[config.mk]
export PLATFORM = sky130hd
export DESIGN_NAME = flash_host
export DESIGN_NICKNAME = d
export VERILOG_FILES = /design/src/flash_host.v
export VERILOG_INCLUDE_DIRS = /design/src
export SDC_FILE = /design/constraint.sdc
export NUM_CORES = 1
export LEC_CHECK = 0
export ABC_AREA = 1
export BUFFER_PORTS_ARGS = -buffer_cell sky130_fd_sc_hd__buf_4
export CAP_MARGIN = 20
export CELL_PAD_IN_SITES_DETAIL_PLACEMENT = 0
export CELL_PAD_IN_SITES_GLOBAL_PLACEMENT = 2
export CORE_ASPECT_RATIO = 0.7
export CORE_MARGIN = 1
export CORE_UTILIZATION = 40
export DETAILED_ROUTE_END_ITERATION = 6
export HOLD_SLACK_MARGIN = 0.06
export PLACE_DENSITY_LB_ADDON = 0.12
export SKIP_LAST_GASP = 1
export SYNTH_ARGS = -nofsm -noshare
export SYNTH_HDL_FRONTEND = slang
export SYNTH_SLANG_ARGS = --single-unit
[constraint.sdc]
create_clock -name i_clock -period 8.1 [get_ports i_clock]
set_input_delay 1.215 -clock i_clock [delete_from_list [all_inputs] [get_ports i_clock]]
set_output_delay 1.215 -clock i_clock [all_outputs]
set_load 0.05 [all_outputs]
[src/flash_host_map.vh]
`ifndef FLASH_HOST_MAP_VH
`define FLASH_HOST_MAP_VH

// register index
`define REG_CTRL        3'h0
`define REG_ADDR        3'h1
`define REG_WDATA       3'h2
`define REG_RDATA       3'h3
`define REG_STATUS      3'h4
`define REG_COUNT       3'h5
`define REG_BUF         3'h6

// status bits
`define ST_BUSY         0

// flash status bits
`define BIT_TOGGLE      6
`define BIT_TIMEOUT     5
`define BIT_ABORT       1

// op codes
`define OP_READ         4'h0
`define OP_PROGRAM      4'h1
`define OP_BUF_PROGRAM  4'h2
`define OP_SECT_ERASE   4'h3
`define OP_CHIP_ERASE   4'h4
`define OP_SUSPEND      4'h5
`define OP_RESUME       4'h6
`define OP_SOFT_RESET   4'h7
`define OP_HW_RESET     4'h8
`define OP_ID_LOCK      4'h9
`define OP_ID_MAKER     4'hA
`define OP_ID_SECURITY  4'hB
`define OP_ABORT_RESET  4'hC

// command cycles
`define UNLOCK_ADDR1    23'h000555
`define UNLOCK_ADDR2    23'h0002AA
`define CMD_UNLOCK1     16'h00AA
`define CMD_UNLOCK2     16'h0055
`define CMD_PROGRAM     16'h00A0
`define CMD_BUF_LOAD    16'h0025
`define CMD_BUF_CONFIRM 16'h0029
`define CMD_ERASE_SETUP 16'h0080
`define CMD_SECT_ERASE  16'h0030
`define CMD_CHIP_ERASE  16'h0010
`define CMD_SUSPEND     16'h00B0
`define CMD_RESUME      16'h0030
`define CMD_RESET       16'h00F0

// autoselect low address patterns
`define ID_LOCK_LOW     12'h002
`define ID_MAKER_LOW    12'h000
`define ID_SEC_LOW      12'h003

// timing, in the unit named
`define CLK_PERIOD_NS   20
`define GLITCH_NS       5
`define WE_PULSE_NS     40
`define ACCESS_NS       100
`define RESET_PULSE_NS  500
`define SUSPEND_US      20

`endif

[src/flash_host.v]
// Design decisions made here: register access over Avalon-MM and the placing of the registers.
`include "flash_host_map.vh"
`timescale 1ns/100ps
`default_nettype none

module flash_host #(
    parameter BUF_DEPTH = 32,
    parameter BUF_AW    = 5
) (
    input  wire        i_clock,
    input  wire        i_reset,
    input  wire [2:0]  i_avs_address,
    input  wire        i_avs_read,
    input  wire        i_avs_write,
    input  wire [31:0] i_avs_writedata,
    output wire [31:0] o_avs_readdata,
    output wire        o_avs_waitrequest,
    output wire        o_ce_n,
    output wire        o_we_n,
    output wire        o_oe_n,
    output wire [22:0] o_addr,
    input  wire [15:0] i_dq,
    output wire [15:0] o_dq,
    output wire        o_dq_oe,
    output wire        o_high_voltage_select_line,
    output wire        o_reset_n,
    input  wire        i_ready_busy_n
);

    localparam [7:0] S_IDLE  = 8'h01;
    localparam [7:0] S_SETUP = 8'h02;
    localparam [7:0] S_STRB  = 8'h04;
    localparam [7:0] S_HOLD  = 8'h08;
    localparam [7:0] S_NEXT  = 8'h10;
    localparam [7:0] S_WAIT  = 8'h20;
    localparam [7:0] S_HWRST = 8'h40;
    localparam [7:0] S_RDY   = 8'h80;

    // least times round up to whole cycles
    localparam WE_CYC_RAW = (`WE_PULSE_NS + `CLK_PERIOD_NS - 1) / `CLK_PERIOD_NS;
    localparam GL_CYC_RAW = (`GLITCH_NS + `CLK_PERIOD_NS) / `CLK_PERIOD_NS;
    localparam [15:0] WE_CYC  = (WE_CYC_RAW > GL_CYC_RAW) ? WE_CYC_RAW : GL_CYC_RAW;
    localparam [15:0] ACC_CYC = (`ACCESS_NS + `CLK_PERIOD_NS - 1) / `CLK_PERIOD_NS;
    localparam [15:0] RP_CYC  = (`RESET_PULSE_NS + `CLK_PERIOD_NS - 1) / `CLK_PERIOD_NS;
    localparam [15:0] SUS_CYC = (`SUSPEND_US * 1000 + `CLK_PERIOD_NS - 1) / `CLK_PERIOD_NS;

    // number of bus cycles in each command sequence
    function [5:0] nsteps;
        input [3:0] op;
        input [4:0] cnt;
        begin
            case (op)
                `OP_PROGRAM:     nsteps = 6'd4;
                `OP_BUF_PROGRAM: nsteps = {1'b0, cnt} + 6'd6;
                `OP_SECT_ERASE:  nsteps = 6'd6;
                `OP_CHIP_ERASE:  nsteps = 6'd6;
                `OP_ABORT_RESET: nsteps = 6'd3;
                `OP_HW_RESET:    nsteps = 6'd0;
                default:         nsteps = 6'd1;
            endcase
        end
    endfunction

    // one bus cycle of a sequence: {is_write, hv, address, data}
    function [40:0] step;
        input [3:0]  op;
        input [5:0]  idx;
        input [22:0] a;
        input [15:0] wd;
        input [4:0]  cnt;
        input [15:0] bw;
        reg   [5:0]  off;
        begin
            off = idx - 6'd4;
            step = {2'b10, a, wd};
            if (idx == 6'd0 && op != `OP_READ && op != `OP_SUSPEND && op != `OP_RESUME && op != `OP_SOFT_RESET)
                step = {2'b10, `UNLOCK_ADDR1, `CMD_UNLOCK1};
            else if (idx == 6'd1)
                step = {2'b10, `UNLOCK_ADDR2, `CMD_UNLOCK2};
            case (op)
                `OP_READ:        step = {2'b00, a, 16'h0000};
                `OP_PROGRAM: begin
                    if (idx == 6'd2)
                        step = {2'b10, `UNLOCK_ADDR1, `CMD_PROGRAM};
                    else if (idx == 6'd3)
                        step = {2'b10, a, wd};
                end
                `OP_BUF_PROGRAM: begin
                    if (idx == 6'd2)
                        step = {2'b10, a, `CMD_BUF_LOAD};
                    else if (idx == 6'd3)
                        step = {2'b10, a, {11'h000, cnt}};
                    else if (idx == {1'b0, cnt} + 6'd5)
                        step = {2'b10, a, `CMD_BUF_CONFIRM};
                    else if (idx > 6'd3)
                        step = {2'b10, a + {17'h00000, off}, bw};
                end
                `OP_SECT_ERASE, `OP_CHIP_ERASE: begin
                    if (idx == 6'd2 || idx == 6'd3)
                        step = {2'b10, `UNLOCK_ADDR1, (idx == 6'd2) ? `CMD_ERASE_SETUP : `CMD_UNLOCK1};
                    else if (idx == 6'd4)
                        step = {2'b10, `UNLOCK_ADDR2, `CMD_UNLOCK2};
                    else if (idx == 6'd5)
                        step = (op == `OP_SECT_ERASE) ? {2'b10, a, `CMD_SECT_ERASE}
                                                      : {2'b10, `UNLOCK_ADDR1, `CMD_CHIP_ERASE};
                end
                `OP_SUSPEND:     step = {2'b10, a, `CMD_SUSPEND};
                `OP_RESUME:      step = {2'b10, a, `CMD_RESUME};
                `OP_SOFT_RESET:  step = {2'b10, a, `CMD_RESET};
                `OP_ABORT_RESET: if (idx == 6'd2) step = {2'b10, `UNLOCK_ADDR1, `CMD_RESET};
                `OP_ID_LOCK:     step = {2'b01, a[22:12], `ID_LOCK_LOW, 16'h0000};
                `OP_ID_MAKER:    step = {2'b01, 11'h000, `ID_MAKER_LOW, 16'h0000};
                `OP_ID_SECURITY: step = {2'b01, 11'h000, `ID_SEC_LOW, 16'h0000};
                default:         step = {2'b00, a, 16'h0000};
            endcase
        end
    endfunction

    reg         wait_q;
    reg  [31:0] rdmux_q;
    reg  [22:0] areg_q;
    reg  [15:0] wreg_q;
    reg  [4:0]  creg_q;
    reg  [BUF_AW-1:0] bwp_q;
    reg  [15:0] buf_mem [0:BUF_DEPTH-1];
    reg  [7:0]  st_q;
    reg  [3:0]  op_q;
    reg  [5:0]  idx_q;
    reg  [15:0] cnt_q;
    reg  [1:0]  pstate_q;
    reg         pphase_q;
    reg  [15:0] prev_q;
    reg  [15:0] rdata_q;
    reg         busy_q;
    reg         done_q;
    reg         err_to_q;
    reg         err_ab_q;
    reg         susp_q;
    reg         cur_wr_q;
    reg         ce_n_q;
    reg         we_n_q;
    reg         oe_n_q;
    reg  [22:0] addr_q;
    reg  [15:0] dq_q;
    reg         dq_oe_q;
    reg         hv_q;
    reg         rst_n_q;
    reg         rb_meta_q;
    reg         rb_q;

    wire        acc_ok = !wait_q;
    wire        wr_ok  = i_avs_write && acc_ok;
    wire        start  = wr_ok && i_avs_address == `REG_CTRL && !busy_q;
    wire [5:0]  boff   = idx_q - 6'd4;
    wire [40:0] cur_step = step(op_q, idx_q, areg_q, wreg_q, creg_q, buf_mem[boff[BUF_AW-1:0]]);
    wire [5:0]  nst    = nsteps(op_q, creg_q);
    wire        needs_poll = (op_q == `OP_PROGRAM) || (op_q == `OP_BUF_PROGRAM) ||
                             (op_q == `OP_SECT_ERASE) || (op_q == `OP_CHIP_ERASE);
    wire [15:0] status = {10'h000, rb_q, susp_q, err_ab_q, err_to_q, done_q, busy_q};

    // avalon slave: every access answers on the second edge
    always @(posedge i_clock or posedge i_reset) begin
        if (i_reset) begin
            wait_q  <= 1'b1;
            rdmux_q <= 32'h00000000;
        end else begin
            wait_q <= !((i_avs_read || i_avs_write) && wait_q);
            if (i_avs_read && wait_q) begin
                case (i_avs_address)
                    `REG_CTRL:   rdmux_q <= {28'h0000000, op_q};
                    `REG_ADDR:   rdmux_q <= {9'h000, areg_q};
                    `REG_WDATA:  rdmux_q <= {16'h0000, wreg_q};
                    `REG_RDATA:  rdmux_q <= {16'h0000, rdata_q};
                    `REG_STATUS: rdmux_q <= {16'h0000, status};
                    `REG_COUNT:  rdmux_q <= {27'h0000000, creg_q};
                    `REG_BUF:    rdmux_q <= {{(32-BUF_AW){1'b0}}, bwp_q};
                    default:     rdmux_q <= 32'h00000000;
                endcase
            end
        end
    end

    // setup registers; changes are refused while an operation runs
    always @(posedge i_clock or posedge i_reset) begin
        if (i_reset) begin
            areg_q <= 23'h000000;
            wreg_q <= 16'h0000;
            creg_q <= 5'h00;
            bwp_q  <= {BUF_AW{1'b0}};
        end else if (wr_ok && !busy_q) begin
            case (i_avs_address)
                `REG_ADDR:  areg_q <= i_avs_writedata[22:0];
                `REG_WDATA: wreg_q <= i_avs_writedata[15:0];
                `REG_COUNT: creg_q <= i_avs_writedata[4:0];
                `REG_BUF:   bwp_q  <= bwp_q + {{(BUF_AW-1){1'b0}}, 1'b1};
                `REG_CTRL:  if (i_avs_writedata[3:0] == `OP_BUF_PROGRAM) bwp_q <= {BUF_AW{1'b0}};
                default:    bwp_q <= bwp_q;
            endcase
        end
    end

    // buffer words, no reset needed on storage
    always @(posedge i_clock) begin
        if (wr_ok && !busy_q && i_avs_address == `REG_BUF)
            buf_mem[bwp_q] <= i_avs_writedata[15:0];
    end

    // ready_busy_n crosses in through two flops
    always @(posedge i_clock or posedge i_reset) begin
        if (i_reset) begin
            rb_meta_q <= 1'b0;
            rb_q      <= 1'b0;
        end else begin
            rb_meta_q <= i_ready_busy_n;
            rb_q      <= rb_meta_q;
        end
    end

    // sequencer and flash bus engine; strobes idle high from reset
    always @(posedge i_clock or posedge i_reset) begin
        if (i_reset) begin
            st_q     <= S_IDLE;
            op_q     <= `OP_READ;
            idx_q    <= 6'd0;
            cnt_q    <= 16'h0000;
            pstate_q <= 2'd0;
            pphase_q <= 1'b0;
            prev_q   <= 16'h0000;
            rdata_q  <= 16'h0000;
            busy_q   <= 1'b0;
            done_q   <= 1'b0;
            err_to_q <= 1'b0;
            err_ab_q <= 1'b0;
            susp_q   <= 1'b0;
            cur_wr_q <= 1'b0;
            ce_n_q   <= 1'b1;
            we_n_q   <= 1'b1;
            oe_n_q   <= 1'b1;
            addr_q   <= 23'h000000;
            dq_q     <= 16'h0000;
            dq_oe_q  <= 1'b0;
            hv_q     <= 1'b0;
            rst_n_q  <= 1'b1;
        end else begin
            case (st_q)
                S_IDLE: begin
                    if (start) begin
                        // orders taken only while idle
                        op_q     <= i_avs_writedata[3:0];
                        idx_q    <= 6'd0;
                        pstate_q <= 2'd0;
                        pphase_q <= 1'b0;
                        busy_q   <= 1'b1;
                        done_q   <= 1'b0;
                        err_to_q <= 1'b0;
                        err_ab_q <= 1'b0;
                        if (i_avs_writedata[3:0] == `OP_HW_RESET) begin
                            rst_n_q <= 1'b0;
                            cnt_q   <= RP_CYC;
                            st_q    <= S_HWRST;
                        end else begin
                            st_q <= S_NEXT;
                        end
                    end
                end
                S_NEXT: begin
                    if (pstate_q == 2'd1 || (idx_q == nst && needs_poll && pstate_q == 2'd0)) begin
                        // status reads go to the target address
                        pstate_q <= 2'd1;
                        cur_wr_q <= 1'b0;
                        addr_q   <= areg_q;
                        hv_q     <= 1'b0;
                        ce_n_q   <= 1'b0;
                        st_q     <= S_SETUP;
                    end else if (idx_q < nst) begin
                        // whole sequence issued back to back, never cut short
                        cur_wr_q <= cur_step[40];
                        hv_q     <= cur_step[39];
                        addr_q   <= cur_step[38:16];
                        dq_q     <= cur_step[15:0];
                        dq_oe_q  <= cur_step[40];
                        ce_n_q   <= 1'b0;
                        idx_q    <= idx_q + 6'd1;
                        st_q     <= S_SETUP;
                    end else if (op_q == `OP_SUSPEND && cnt_q == 16'h0000) begin
                        cnt_q <= SUS_CYC;
                        st_q  <= S_WAIT;
                    end else begin
                        busy_q <= 1'b0;
                        done_q <= 1'b1;
                        if (op_q == `OP_SUSPEND)
                            susp_q <= 1'b1;
                        else if (op_q == `OP_RESUME || op_q == `OP_SOFT_RESET || op_q == `OP_ABORT_RESET)
                            susp_q <= 1'b0;
                        cnt_q <= 16'h0000;
                        st_q  <= S_IDLE;
                    end
                end
                S_SETUP: begin
                    // write needs oe high; read needs we high
                    we_n_q <= !cur_wr_q;
                    oe_n_q <= cur_wr_q;
                    cnt_q  <= cur_wr_q ? WE_CYC : ACC_CYC;
                    st_q   <= S_STRB;
                end
                S_STRB: begin
                    if (cnt_q == 16'h0001) begin
                        if (!cur_wr_q)
                            rdata_q <= i_dq;
                        we_n_q <= 1'b1;
                        oe_n_q <= 1'b1;
                        cnt_q  <= 16'h0000;
                        st_q   <= S_HOLD;
                    end else begin
                        cnt_q <= cnt_q - 16'h0001;
                    end
                end
                S_HOLD: begin
                    ce_n_q  <= 1'b1;
                    dq_oe_q <= 1'b0;
                    hv_q    <= 1'b0;
                    st_q    <= S_NEXT;
                    if (pstate_q == 2'd1) begin
                        pphase_q <= !pphase_q;
                        prev_q   <= rdata_q;
                        if (pphase_q) begin
                            // steady toggle bit: embedded work ended
                            if (prev_q[`BIT_TOGGLE] == rdata_q[`BIT_TOGGLE]) begin
                                pstate_q <= 2'd2;
                            end else if (prev_q[`BIT_TIMEOUT] && rdata_q[`BIT_TIMEOUT]) begin
                                err_to_q <= 1'b1;
                                op_q     <= `OP_SOFT_RESET;
                                idx_q    <= 6'd0;
                                pstate_q <= 2'd0;
                            end else if (op_q == `OP_BUF_PROGRAM && rdata_q[`BIT_ABORT]) begin
                                err_ab_q <= 1'b1;
                                op_q     <= `OP_ABORT_RESET;
                                idx_q    <= 6'd0;
                                pstate_q <= 2'd0;
                            end
                        end
                    end
                end
                S_WAIT: begin
                    if (cnt_q == 16'h0001)
                        st_q <= S_NEXT;
                    else
                        cnt_q <= cnt_q - 16'h0001;
                end
                S_HWRST: begin
                    if (cnt_q == 16'h0001) begin
                        rst_n_q <= 1'b1;
                        st_q    <= S_RDY;
                    end else begin
                        cnt_q <= cnt_q - 16'h0001;
                    end
                end
                S_RDY: begin
                    // busy line stays low until read mode is back
                    if (rb_q) begin
                        busy_q <= 1'b0;
                        done_q <= 1'b1;
                        susp_q <= 1'b0;
                        st_q   <= S_IDLE;
                    end
                end
                default: st_q <= S_IDLE;
            endcase
        end
    end

    assign o_avs_readdata             = rdmux_q;
    assign o_avs_waitrequest          = wait_q;
    assign o_ce_n                     = ce_n_q;
    assign o_we_n                     = we_n_q;
    assign o_oe_n                     = oe_n_q;
    assign o_addr                     = addr_q;
    assign o_dq                       = dq_q;
    assign o_dq_oe                    = dq_oe_q;
    assign o_high_voltage_select_line = hv_q;
    assign o_reset_n                  = rst_n_q;

endmodule

`default_nettype wire

Word-level counts from Yosys, hierarchy flattened
Memories as Yosys holds them, arrays and structs flattened.
Cells that the tools add are included.

cells by class
  add/sub/neg operators = 7
  order comparisons = 2
  equal/unequal tests = 64
  muxes and demuxes = 113
  bitwise logic cells = 2
  reduce and logical (&&, ||, !) cells = 68

operators with widths
  kind                                                                  number
  41-bit two-way mux                                                    10
  41-bit case mux with 10 select lines                                  1
  23-bit case mux with 7 select lines                                   1
  39-bit two-way mux                                                    3
  16-bit two-way mux                                                    6
  16-bit case mux with 5 select lines                                   1
  6-bit two-way mux                                                     12
  8-bit case mux with 8 select lines                                    1
  23-bit two-way mux                                                    2
  8-bit two-way mux                                                     5
  1-bit two-way mux                                                     37
  2-bit != test, second input constant                                  18
  6-bit AND reduction                                                   6
  6-bit case mux with 5 select lines                                    1
  4-bit == test, second input constant                                  6
  4-bit two-way mux                                                     6
  23-bit by 6-bit adder with 23-bit output                              1
  1-bit case mux with 2 select lines                                    10
  6-bit case mux with 3 select lines                                    1
  16-bit by 1-bit == test with 1-bit output, second input constant      1
  4-bit by 3-bit == test with 1-bit output, second input constant       4
  1-bit logical AND                                                     16
  16-bit zero test                                                      1
  16-bit by 1-bit subtractor with 16-bit output, second input constant  1
  other kinds (55)                                                      105

word-level totals
  register bits = 195
  RAM bits = 512
  input port bits = 56
  output and inout bits = 78
  word-level logic and storage cells = 287
  memories = 1

memories
  name     depth  width  read ports  clocked after Yosys merged registers in  write ports  RTL line          text
  buf_mem  32     16     1           0                                        1            flash_host.v:125  reg [15:0] buf_mem [0:BUF_DEPTH-1];

Depth between registers and ports, before layout
  depth in word-level cells = 14
  mapped depth = 24
  gate-level depth less buffers = 20

Least setup slack after synthesis
No wires, ideal clock.

  path kind = register to register
  from = reg idx_q[2]
  to = reg addr_q[13], in the netlist o_addr[13]
  library setup time = 0.122 ns
  data arrival time = 3.311 ns
  data required time = 7.978 ns
  setup slack = 4.666 ns
  cell stages (with the launch flop) = 21
  buffers on the path = 4
  period minus slack after synthesis = 3.434 ns
  path through = dfrtp_1 -> buf_2 -> inv_1 -> buf_2 -> buf_1 -> ha_1 -> xnor2_2 -> clkinv_1 -> buf_2 -> ha_1 -> nand2_1 -> nor2_1 -> nand2_1 -> nand3_1 -> nand2_1 -> o21ai_0 -> nand3_1 -> nand3_1 -> nand2_1 -> nand2_1 -> a21oi_1

between the ends
  longest elaborated chain between the ends = 13
  elaborated cells between the ends (all ways) = 37
  those cells by class = add/sub: 2; order compare: 2; eq/ne: 7; mux: 15; reduce/logical: 11

RTL lines
  what                                                                                               RTL line          text
  from (decl)                                                                                        flash_host.v:128  reg [5:0] idx_q;
  from (signal assigned)                                                                             flash_host.v:283  idx_q <= idx_q + 6'd1;
  parallel branches: the longest is 13 deep, another holds 23-bit by 6-bit adder with 23-bit output  n/a
  to (signal assigned)                                                                               flash_host.v:271  addr_q <= areg_q;
  to (signal assigned)                                                                               flash_host.v:279  addr_q <= cur_step[38:16];
  to (decl)                                                                                          flash_host.v:143  reg [22:0] addr_q;

Several ways; the timed one is not identified. The select of a mux whose other input is x is not followed.
A chain may end at the register's enable or synchronous reset.

Final worst setup path
  from = reg op_q[2]
  to = reg dq_q[2], in the netlist o_dq[2]

between the ends
  longest elaborated chain between the ends = 11
  elaborated cells between the ends (all ways) = 44
  those cells by class = order compare: 1; eq/ne: 16; mux: 13; bitwise: 1; reduce/logical: 13

RTL lines
  what                                              RTL line          text
  from (decl)                                       flash_host.v:127  reg [3:0] op_q;
  from (signal assigned)                            flash_host.v:223  op_q <= `OP_READ;
  from (signal assigned)                            flash_host.v:249  op_q <= i_avs_writedata[3:0];
  from (signal assigned)                            flash_host.v:332  op_q <= `OP_SOFT_RESET;
  4-bit nonzero test (no source line)               n/a
  1-bit logical AND (no source line) (4 in series)  n/a
  39-bit two-way mux                                flash_host.v:76   if (idx == 6'd0 && op != `OP_READ && op != `OP_SUSPEND && op != `OP_RESUME && op != `OP_SOFT_RESET)
  41-bit two-way mux                                flash_host.v:95   else if (idx > 6'd3)
  41-bit two-way mux                                flash_host.v:93   else if (idx == {1'b0, cnt} + 6'd5)
  41-bit two-way mux                                flash_host.v:91   else if (idx == 6'd3)
  41-bit two-way mux                                flash_host.v:89   if (idx == 6'd2)
  41-bit case mux with 10 select lines              flash_host.v:80   case (op)
  to (signal assigned)                              flash_host.v:280  dq_q <= cur_step[15:0];
  to (decl)                                         flash_host.v:144  reg [15:0] dq_q;

Parallel ways exist; a longest one is shown, timed or not.

==> results.py <==
metrics = {
    "timing": {
        "fmax_mhz": 222,
        "drv_slew": 0,
        "fin_skew_ns": 0.0235,
        "rsz0062_at_grt": "no",
        "timing.final.crit_share_pct": 55.7,
        "finalCriticalPeriod_ns": 4.51,
        "layout_setup_ws_ns": 3.59,
        "final_hold_viol_count": 0,
        "setup_viol": 0,
        "slew_headroom_pct": 1.21,
        "finalSetupTns_ns": 0,
        "hold_ws_ns": 0.359,
        "worstMarginPinSlew_ns": 1.48,
    },
    "yosys": {
        "synth_compound_area_share_pct": 7.47,
        "ys_top_cells_by_count": "nand2_1, nand3_1, edfxtp_1",
        "synth_ff_type": "edfxtp_1",
        "synth-seq-area-share_pct": 60.3,
        "synthAdderAreaFrac_pct": 1.16,
        "synthMuxAreaShare_pct": 0.409,
        "ys_types": 55,
        "synth_top_family_by_area": "simple AND/OR/NAND/NOR gates",
        "async_flop_share_pct": 26.1,
        "synth_area_leaders": "edfxtp_1, dfrtp_1, nand2_1, nand3_1, nor2_1",
        "synth_cells": 3527,
        "synth_top_area_cell": "edfxtp_1",
        "synth_area_per_cell_um2": 9.37,
        "yosysMostFrequentCell": "nand2_1",
        "syn-cell-area_um2": 33000,
        "synth_edf_count": 512,
        "synthSimpleGateAreaFrac_pct": 25.2,
        "synthXorXnorAreaFrac_pct": 0.394,
        "ys_warn_count": 0,
        "yosys.area.top_type_share_pct": 46.5,
        "synth-seq-cells": 693,
    },
    "routing": {
        "vias": 26200,
        "routed_wl_mm": 110,
        "via_per_inst": 5.54,
        "antenna_left": 0,
        "drt-initial-drc-count": 2605,
        "drc": 1,
        "drtPass1Iterations": 7,
        "wire_per_inst_um": 23.4,
    },
    "grt": {
        "grt-ovfl-total": 0,
        "antenna_found_initial": 2,
        "grt_pass1_wl_mm": 164,
        "grt_usage_pct": 26.2,
        "grt_pass1_vias": 24900,
        "grt_start_max_net_pins": 196,
    },
    "clocking": {
        "cts_buffer_depth": 3,
        "cts_made_buffers": 72,
        "cts_tree": "built",
        "h-tree-depth": 3,
        "holdBufCountCts": 0,
        "cts-root-buf": "clkbuf_16",
        "clk_latency_ns": 0.65,
        "clk_pin_slew_ns": 0.07,
        "cts_setup_buffers": 0,
        "clock-sinks": 693,
        "ctsResizeCount": 0,
    },
    "placement": {
        "placed_area_um2": 34900,
        "io_buffers": 115,
        "gp_congestion": 0.928,
        "place_inst": 4592,
        "hpwl_mm": 72.7,
        "place_ws_ns": 3.67,
    },
    "final_layout": {
        "multi_input_area_um2": 11500,
        "nFillCells": 7704,
        "area_growth_pct": 12.9,
        "regArea_um2": 19900,
        "stdcell_area_um2": 37300,
        "final_cells": 4724,
        "num-nets-final": 3685,
        "drive_above_1_share_pct": 10.9,
    },
    "critical_path": {
        "critPathKind": "register to register",
        "cp-startpoint": "op_q[2]",
        "start_kind": "register",
        "r2r_cells": 15,
        "reg2reg_setup_slack_ns": 3.59,
        "arrival_ns": 5.07,
        "worst_r2r_startpoint": "op_q[2]",
        "cp_max_fo": 26,
        "r2r-end": "o_dq[2]",
        "cp-endpoint": "o_dq[2]",
        "critPathCaptureType": "register",
        "required_ns": 8.66,
    },
    "floorplanning": {
        "ioPinCount": 134,
        "die_h_um": 242,
        "rows": 87,
        "core_area_um2": 81100,
        "die-area_um2": 83800,
        "die_w_um": 346,
        "start_util_pct": 40.7,
    },
    "worst_hold_path": {
        "hp-class": "register to register",
        "hold_start": "rb_meta_q",
    },
    "outcome": {
        "violations": "DRC",
        "status": "finished with violations",
    },
    "power_and_ir_drop": {
        "p_per_area_nw_per_um2": 331,
        "ir_worst_vdd_v": 0.000280,
        "leakage_nw": 15.1,
    },
    "flow_run": {
        "drv_cap": 0,
    },
}
-- state kept, by name, indices dropped and copies added, names as in the netlist, 2 cells and up --
signal and cells:
buf_mem 512, areg_q 23, o_addr 23, o_avs_readdata 23, cnt_q 16, o_dq 16
rdata_q 16, wreg_q 16, st_q 8, idx_q 6, bwp_q 5, creg_q 5
op_q 4, prev_q 2, pstate_q 2
-- through the flow --
step / total power [mW] / util, %
finish: 12.3 / 46.0
global route: 13.0 / 46.0
CTS: 12.4 / 46.0
detailed placement: 8.90 / 43.0
floorplan: 7.47 / -
global placement: 8.87 / 43.0
-- final cells by class --
class                   instances  share of cell area (%)
well taps                    1068                    3.58
clock buffers                  87                    5.15
clock inverters                43                    1.32
repair buffers                172                    3.58
inverters                     215                    2.22
multi-input cells            2445                    30.8
diodes                          1                 0.00671
flip-flops and latches        693                    53.4
-- cell families (layout without fill, tap and decap cells) --
kind of cell    Yosys count  in the layout
fa+ha+maj                30             30
compound gates          449            449
flops                   693            693
xor+xnor                 14             14
simple gates           1931           1931
other cells               1             10
buf+inv                 397            517
mux                      12             12
-- power breakdown --
group	internal (mW)	switching, mW
logic	1.16	3.15
clock network	1.99	1.44
registers	4.11	0.490
total	7.26	5.09
-- routing by layer --
| metal | global-route usage [%] | routed length [µm] |
|---|---|---|
| met5 | 0 | 0 |
| met4 | 5.86 | 2050 |
| met3 | 4.73 | 8260 |
| met2 | 36.5 | 45200 |
| met1 | 41.6 | 55000 |
-- critical path, stage by stage, from the launching register on --
cell and delay [ns]:
dfrtp_1 0.43, nor2_2 0.24, nand3_2 0.25, inv_1 0.46
nand2_1 0.22, nand4_1 0.23, ha_1 0.26, nand2_1 0.06
nor2_1 0.04, nand3_2 0.09, o21ai_4 0.08, nor2_4 0.66
inv_1 0.14, nor2_1 0.75, nand2_1 0.37, nand2_1 0.13
-- how the worst min path moves through the flow --
| stage | endpoint | slack, ns | cells after the start |
|---|---|---|---|
| floorplan | rb_q | 0.33 | 0 |
| global placement | rb_q | 0.33 | 0 |
| detailed placement | rb_q | 0.34 | 0 |
| CTS | rb_q | 0.36 | 0 |
| global route | rb_q | 0.38 | 0 |
| finish | rb_q | 0.36 | 0 |
-- cell usage in the layout, fill, tap and decap left out, types with 11 or more instances in the layout --
cell / instances
edfxtp_1: 512
o21ai_1: 19
nand4_1: 30
inv_1: 184
nor2_2: 18
buf_4: 169
o211ai_1: 12
clkinv_1: 17
ha_1: 29
clkbuf_1: 11
nand3_1: 520
clkbuf_16: 74
nand2_2: 12
a21oi_1: 145
mux2_2: 12
o21ai_0: 195
nor3_1: 26
nor2_1: 266
inv_2: 23
nand2_1: 1021
dfrtp_1: 172
xor2_1: 11
o22ai_1: 24
Note: power is estimated with default switching activity, not from simulation.
